**config.mk**
```make
export PLATFORM = sky130hd
export DESIGN_NAME = amp_port
export DESIGN_NICKNAME = d
export VERILOG_FILES = /design/src/amp_port.v /design/src/amp_sync.v
export VERILOG_INCLUDE_DIRS = /design/src
export SDC_FILE = /design/constraint.sdc
export NUM_CORES = 1
export LEC_CHECK = 0
export BUFFER_PORTS_ARGS = -buffer_cell sky130_fd_sc_hd__buf_4
export CORE_UTILIZATION = 40
export CTS_BUF_LIST = sky130_fd_sc_hd__clkbuf_4
export DETAILED_ROUTE_END_ITERATION = 10
export GPL_ROUTABILITY_DRIVEN = 0
export PLACE_DENSITY = 0.52
export SLEW_MARGIN = 20
export SYNTH_ARGS = -nofsm -noshare
export SYNTH_HDL_FRONTEND = slang
export SYNTH_SLANG_ARGS = --single-unit
```
**constraint.sdc**
```tcl
create_clock -name clock_in -period 5.2 [get_ports clock_in]
set_input_delay 1.04 -clock clock_in [delete_from_list [all_inputs] [get_ports clock_in]]
set_output_delay 1.04 -clock clock_in [all_outputs]
set_load 0.05 [all_outputs]
```
**src/amp_defs.vh**
```
`ifndef AMP_DEFS_VH
`define AMP_DEFS_VH

// Register map
`define AMP_ADDR_EVFLAG 6'h3E
`define AMP_ADDR_EVMASK 6'h3F

// Field positions in the event flag register
`define AMP_BIT_PARERR 7

// Reset values
`define AMP_RST_EVFLAG 8'h00
`define AMP_RST_EVMASK 8'hFF

`endif

```
**src/amp_port.v**
```verilog
// Function
// 64 registers of 8 bits, read and write
// Six-bit address picks one register
// Cycle starts only while select is low
// Host holds controls stable at select
// Read when rw high, write when low
// Acknowledge low marks cycle completion
// Read data and parity valid during acknowledge
// Host holds write data until acknowledge
// Acknowledge stays low while select low
// Interrupt low on unmasked recorded event
// Host reads event flags after interrupt
// Each event has a mask bit
// Highest address line is the MSB
// Odd parity over eight data lines
// Bad write parity blocks write, sets flag
// Select synchronised; release after select high
// One access per select low period
`include "amp_defs.vh"
`default_nettype none

module amp_port #(
  parameter ADDR_W = 6,
  parameter DATA_W = 8,
  parameter DEPTH = 64
) (
  // Clock and reset
  input wire clock_in,
  input wire arst_n_in,
  // Host control pins
  input wire host_sel_n_in,
  input wire host_rw_in,
  input wire [ADDR_W-1:0] host_addr_in,
  // Host data and parity pins, three signals each
  input wire [DATA_W-1:0] host_data_in,
  output reg [DATA_W-1:0] host_data_out,
  output reg host_data_oe_n_out,
  input wire host_parity_in,
  output reg host_parity_out,
  output reg host_parity_oe_n_out,
  // Open-drain acknowledge
  input wire host_ack_n_in,
  output reg host_ack_n_out,
  output reg host_ack_n_oe_n_out,
  // Open-drain interrupt
  input wire host_int_n_in,
  output reg host_int_n_out,
  output reg host_int_n_oe_n_out,
  // Core side: events and register write notification
  input wire [DATA_W-1:0] event_in,
  output reg reg_wr_strobe_out,
  output reg [ADDR_W-1:0] reg_wr_addr_out,
  output reg [DATA_W-1:0] reg_wr_data_out
);

  // Binary-coded port sequencer states
  localparam [1:0] ST_IDLE = 2'h0;
  localparam [1:0] ST_SETTLE = 2'h1;
  localparam [1:0] ST_ACCESS = 2'h2;
  localparam [1:0] ST_HOLD = 2'h3;

  function odd_par;
    input [DATA_W-1:0] d;
    begin
      odd_par = ~(^d);
    end
  endfunction

  // Address decode shared by the read path and the write path
  function is_flags;
    input [ADDR_W-1:0] a;
    begin
      is_flags = (a == `AMP_ADDR_EVFLAG);
    end
  endfunction

  function is_mask;
    input [ADDR_W-1:0] a;
    begin
      is_mask = (a == `AMP_ADDR_EVMASK);
    end
  endfunction

  function is_plain;
    input [ADDR_W-1:0] a;
    begin
      is_plain = !is_flags(a) && !is_mask(a);
    end
  endfunction

  // Pin inputs through two flops before any logic reads them
  wire sel_n_s;
  wire rw_s;
  wire [ADDR_W-1:0] addr_s;
  wire [DATA_W-1:0] data_s;
  wire par_s;

  amp_sync #(
    .WIDTH(3 + ADDR_W + DATA_W),
    .RST_VAL({1'b1, {(2 + ADDR_W + DATA_W){1'b0}}})
  ) u_sync (
    .clock_in(clock_in),
    .arst_n_in(arst_n_in),
    .async_in({host_sel_n_in, host_rw_in, host_addr_in, host_data_in, host_parity_in}),
    .sync_out({sel_n_s, rw_s, addr_s, data_s, par_s})
  );

  reg [DATA_W-1:0] mem_r [0:DEPTH-1];
  reg [1:0] state_r;
  reg [1:0] state_nxt;
  reg [DATA_W-1:0] evflag_r;
  wire [DATA_W-1:0] evflag_nxt;
  reg [DATA_W-1:0] evmask_r;
  reg [DATA_W-1:0] evmask_nxt;
  wire [DATA_W-1:0] pend_nxt;
  reg [DATA_W-1:0] rd_val;
  reg par_ok;
  reg do_wr;
  reg do_rd;
  reg par_err_set;
  wire wr_flags;
  wire wr_mask;
  wire wr_plain;

  // Unused open-drain pin readbacks; the device never samples its own wires
  wire unused_pins;
  assign unused_pins = host_ack_n_in ^ host_int_n_in;

  assign wr_flags = do_wr && is_flags(addr_s);
  assign wr_mask = do_wr && is_mask(addr_s);
  assign wr_plain = do_wr && is_plain(addr_s);

  always @*
  begin
    if (is_flags(addr_s))
      rd_val = evflag_r;
    else if (is_mask(addr_s))
      rd_val = evmask_r;
    else
      rd_val = mem_r[addr_s];
  end

  always @*
  begin
    state_nxt = state_r;
    do_wr = 1'b0;
    do_rd = 1'b0;
    par_err_set = 1'b0;
    par_ok = (odd_par(data_s) == par_s);
    case (state_r)
      ST_IDLE:
      begin
        if (!sel_n_s)
          state_nxt = ST_SETTLE;
      end
      // One extra cycle absorbs skew between the separately synchronised pins
      ST_SETTLE:
      begin
        if (sel_n_s)
          state_nxt = ST_IDLE;
        else
          state_nxt = ST_ACCESS;
      end
      ST_ACCESS:
      begin
        state_nxt = ST_HOLD;
        if (rw_s)
          do_rd = 1'b1;
        else if (par_ok)
          do_wr = 1'b1;
        else
          par_err_set = 1'b1;
      end
      // A long select still gives one access; the sequencer waits here for release
      ST_HOLD:
      begin
        if (sel_n_s)
          state_nxt = ST_IDLE;
      end
      default: state_nxt = ST_IDLE;
    endcase
  end

  always @*
  begin
    evmask_nxt = evmask_r;
    if (wr_mask)
      evmask_nxt = data_s;
  end

  // Write one to clear; a new event in the same cycle still sets its bit
  genvar gi;
  generate
    for (gi = 0; gi < DATA_W; gi = gi + 1)
    begin : g_flag
      wire set_bit;
      wire clr_bit;
      assign set_bit = event_in[gi] | (par_err_set && gi == `AMP_BIT_PARERR);
      assign clr_bit = wr_flags & data_s[gi];
      assign evflag_nxt[gi] = set_bit | (evflag_r[gi] & ~clr_bit);
    end
  endgenerate

  // Interrupt follows next-state values so it moves with the flag, not a cycle later
  assign pend_nxt = evflag_nxt & ~evmask_nxt;

  always @(posedge clock_in or negedge arst_n_in)
  begin
    if (!arst_n_in)
    begin
      state_r <= ST_IDLE;
      evflag_r <= `AMP_RST_EVFLAG;
      evmask_r <= `AMP_RST_EVMASK;
    end
    else
    begin
      state_r <= state_nxt;
      evflag_r <= evflag_nxt;
      evmask_r <= evmask_nxt;
    end
  end

  // Storage has no reset: contents are undefined until written
  always @(posedge clock_in)
  begin
    if (wr_plain)
      mem_r[addr_s] <= data_s;
  end

  // Core side sees every accepted write, flag and mask registers included
  always @(posedge clock_in or negedge arst_n_in)
  begin
    if (!arst_n_in)
    begin
      reg_wr_strobe_out <= 1'b0;
      reg_wr_addr_out <= {ADDR_W{1'b0}};
      reg_wr_data_out <= {DATA_W{1'b0}};
    end
    else
    begin
      reg_wr_strobe_out <= do_wr;
      if (do_wr)
      begin
        reg_wr_addr_out <= addr_s;
        reg_wr_data_out <= data_s;
      end
    end
  end

  // Read data is captured once per access and held, so it cannot move under acknowledge
  always @(posedge clock_in or negedge arst_n_in)
  begin
    if (!arst_n_in)
    begin
      host_data_out <= {DATA_W{1'b0}};
      host_data_oe_n_out <= 1'b1;
      host_parity_out <= 1'b0;
      host_parity_oe_n_out <= 1'b1;
    end
    else if (do_rd)
    begin
      host_data_out <= rd_val;
      host_parity_out <= odd_par(rd_val);
      host_data_oe_n_out <= 1'b0;
      host_parity_oe_n_out <= 1'b0;
    end
    else if (state_nxt == ST_IDLE)
    begin
      host_data_oe_n_out <= 1'b1;
      host_parity_oe_n_out <= 1'b1;
    end
  end

  // Acknowledge level is fixed low; only its enable moves
  always @(posedge clock_in or negedge arst_n_in)
  begin
    if (!arst_n_in)
    begin
      host_ack_n_out <= 1'b0;
      host_ack_n_oe_n_out <= 1'b1;
    end
    else
    begin
      host_ack_n_out <= 1'b0;
      if (state_r == ST_ACCESS)
        host_ack_n_oe_n_out <= 1'b0;
      else if (state_nxt == ST_IDLE)
        host_ack_n_oe_n_out <= 1'b1;
    end
  end

  always @(posedge clock_in or negedge arst_n_in)
  begin
    if (!arst_n_in)
    begin
      host_int_n_out <= 1'b0;
      host_int_n_oe_n_out <= 1'b1;
    end
    else
    begin
      host_int_n_out <= 1'b0;
      host_int_n_oe_n_out <= ~(|pend_nxt);
    end
  end

endmodule

`default_nettype wire

```
**src/amp_sync.v**
```verilog
`default_nettype none

module amp_sync #(
  parameter WIDTH = 1,
  parameter [WIDTH-1:0] RST_VAL = {WIDTH{1'b0}}
) (
  // Clock and reset
  input wire clock_in,
  input wire arst_n_in,
  // Data
  input wire [WIDTH-1:0] async_in,
  output wire [WIDTH-1:0] sync_out
);

  reg [WIDTH-1:0] meta_r;
  reg [WIDTH-1:0] sync_r;

  always @(posedge clock_in or negedge arst_n_in)
  begin
    if (!arst_n_in)
    begin
      meta_r <= RST_VAL;
      sync_r <= RST_VAL;
    end
    else
    begin
      meta_r <= async_in;
      sync_r <= meta_r;
    end
  end

  assign sync_out = sync_r;

endmodule

`default_nettype wire

```
==> results_dict.tcl <==
set metrics [dict create \
    status "finished clean" \
    nNetsFinal 1546 \
    yosysTopAreaCellShare 0.6653 \
    clock_power_share 0.394 \
    layout_commonest_cell "edfxtp_1" \
    worstPathMaxFanout 43 \
    hpwlAfterDp_um 37300 \
    drv_slew 0 \
    die_height_um 242.4 \
    gr-usage-all-layers 0.2196 \
    portBuffers 54 \
    layout_common_cells "edfxtp_1, clkbuf_4, buf_4" \
    wl_per_cell_um 26.22 \
    firstDrtPassIters 7 \
    crit_arrival_ps 5250 \
    synthArstFlopShare 0.1337 \
    area_delta_synth_final_pct 15.62 \
    totalWireLength_um 62930 \
    dieArea_um2 58740 \
    clock_sinks 591 \
    cts_setup_buffers 0 \
    die_w_um 242.4 \
    drc_errors 0 \
    setup_violations 0 \
    hold_violations 0 \
    drt_iter0_drc 1285 \
    via_per_inst 5.507 \
    fin_setup_tns_ps 0 \
    netlist_area_um2 23110 \
    clockBufferDepth 3 \
    p_switching_mw 2.794 \
    initial_core_util 0.4075 \
    grt_pass1_wl_um 92360 \
    tritoncts "done" \
    rsz0062_at_grt "false" \
    yosys_warnings 0 \
    rows 87 \
    finClkSkew_ps 57.47 \
    synth_area_leaders "edfxtp_1, dfrtp_1, mux4_2, mux2i_1, a221oi_1" \
    clkTransAtPathRegs_ps 70 \
    final_cells 2400 \
    crit_required_ps 6050 \
    synth_edf_count 512 \
    worstMarginPinSlew_ps 1101 \
    slew_headroom 0.2635 \
    max-cap-violations 0 \
    ys_seq_area_frac 0.7515 \
    clk_latency_ps 1030 \
    setup.worst_path.start_class "flop" \
    ys_types 72 \
    ys_seq_elements 591 \
    cts_inserted_buffers 160 \
    synth_top_area_cell "edfxtp_1" \
    vias 13220 \
    worstSetupPathType "flop to flop" \
    swShare 0.2576 \
    synth_ff_type "edfxtp_1" \
    dp_cells 2110 \
    grt_antenna_before_repair 4 \
    ant_nets 0 \
    critPathCaptureType "flop" \
    max_freq_mhz 227.2 \
    ios 59 \
    power_density_nw_per_um2 406.0 \
    grt_max_degree 69 \
    final_layout_size_suffix_gt1_frac 0.3081 \
    fill_cells 4936 \
    htreeDepth 4 \
    avgSynthCellArea_um2 17.66 \
    fin_crit_ps 4402 \
    fin_crit_sh 0.8466 \
    p_int_mw 8.054 \
    grt_pass1_vias 13620 \
    seq_power_share 0.497 \
    core_area_um2 56710 \
    p_comb_frac 0.109 \
    syn_inst 1309 \
    ir_drop_mv 0.2661 \
    grt-ovfl-total 0 \
    cts_root_buf "clkbuf_4" \
    leakagePower_nw 9.160 \
    hp-class "primary input to flop" \
]
==> cell families (layout without fill, tap and decap cells) <==
logic type,count (synthesis),after routing,share of synthesized area
multiplexers,151,151,0.1028
other,1,26,0.0001623
buffers and inverters,93,403,0.02198
XOR/XNOR,12,12,0.006334
AND/OR/NAND/NOR,243,243,0.04786
AO/OA/AOI/OAI,218,218,0.06935
flip-flops,591,591,0.7515
==> worst max-delay path: stages (launching register included) <==
cell,delay (ps)
dfrtp_4,910
and2_1,910
a221oi_1,220
o21ai_1,250
o211ai_1,270
a2111oi_0,670
a32oi_1,280
xnor3_1,430
xnor2_1,170
o21ai_1,70
==> sequential cells by signal, summed over array words and instances, names as in the netlist, 2 cells and up <==
register	count
u_sync.meta_r	17
mem_r	512
evmask_r	8
u_sync.sync_out	17
reg_wr_data_out	8
host_data_out	8
state_r	2
reg_wr_addr_out	6
evflag_r	8
==> cells in the mapped netlist, types with 11 or more instances <==
master	number
a21oi_1	26
a221oi_1	53
a22oi_1	24
buf_2	25
buf_4	12
buf_6	11
clkbuf_1	26
dfrtp_1	66
dfstp_2	13
edfxtp_1	512
inv_1	11
mux2_2	27
mux2i_1	48
mux4_2	65
nand2_1	83
nor2_1	91
o21ai_0	25
o22ai_1	16
==> layout make-up <==
cell class                 instances  area, µm²  area share
antenna                            8      20.02   0.0007492
clock buffer                     246       1847     0.06911
clock inverter                    35      271.5     0.01016
inverter                          13      48.80    0.001826
multi-input combinational        642       5344      0.2000
sequential                       591      17390      0.6507
tap                              756      945.9     0.03540
timing repair buffer             109      858.3     0.03212
==> power groups by stage <==
stage,Clock [mW],Combinational (mW),Sequential (mW)
after CTS,4.38,1.19,5.39
final,4.27,1.18,5.39
after detailed placement,0,1.19,5.49
after floorplan,0,0.448,5.80
after global routing,4.63,1.25,5.41
after global placement,0,1.18,5.49
==> worst paths after layout <==
kind / start / endpoint / slack, ps / depth (start not counted)
min: host_data_in[1] / u_sync.meta_r[2]$_DFF_PN0_ / 140 / 1
min reg2reg: u_sync.meta_r[12]$_DFF_PN0_ / u_sync.sync_out[12]$_DFF_PN0_ / 340 / 0
max reg2reg: u_sync.sync_out[9]$_DFF_PN0_ / host_parity_out$_DFFE_PN0P_ / 800 / 9
max in group asynchronous: arst_n_in / u_sync.sync_out[5]$_DFF_PN0_ / 3650 / 3
min in group asynchronous: arst_n_in / u_sync.sync_out[9]$_DFF_PN0_ / 520 / 2
max: u_sync.sync_out[9]$_DFF_PN0_ / host_parity_out$_DFFE_PN0P_ / 800 / 9
==> metal layers <==
layer  global-route usage  up-vias  part of all wire
li1                     -     5751                 -
met1               0.3017     6800              0.43
met2               0.3325      561              0.46
met3              0.05749      105             0.077
met4              0.08917        0             0.028
met5                    0        -                 0
==> timing repair <==
item                                   CTS  global route
gates resized for setup                  0             0
hold buffers                             1             0
endpoints found under the hold margin   28             0
==> through the flow <==
step                      setup WS, ps  power [mW]    util  instance area (µm²)  hold slack [ps]
after floorplan                   1404       6.251       -                23170            331.2
after global placement           886.1       6.667  0.4331                24560            333.7
after detailed placement         844.7       6.679  0.4331                24560            334.7
after CTS                        816.5       10.96  0.4707                26690            46.94
after global routing             627.8       11.28  0.4710                26710            56.82
final                            797.8       10.85  0.4712                26720            141.8
No activity file was read; power rests on OpenSTA's default activity.
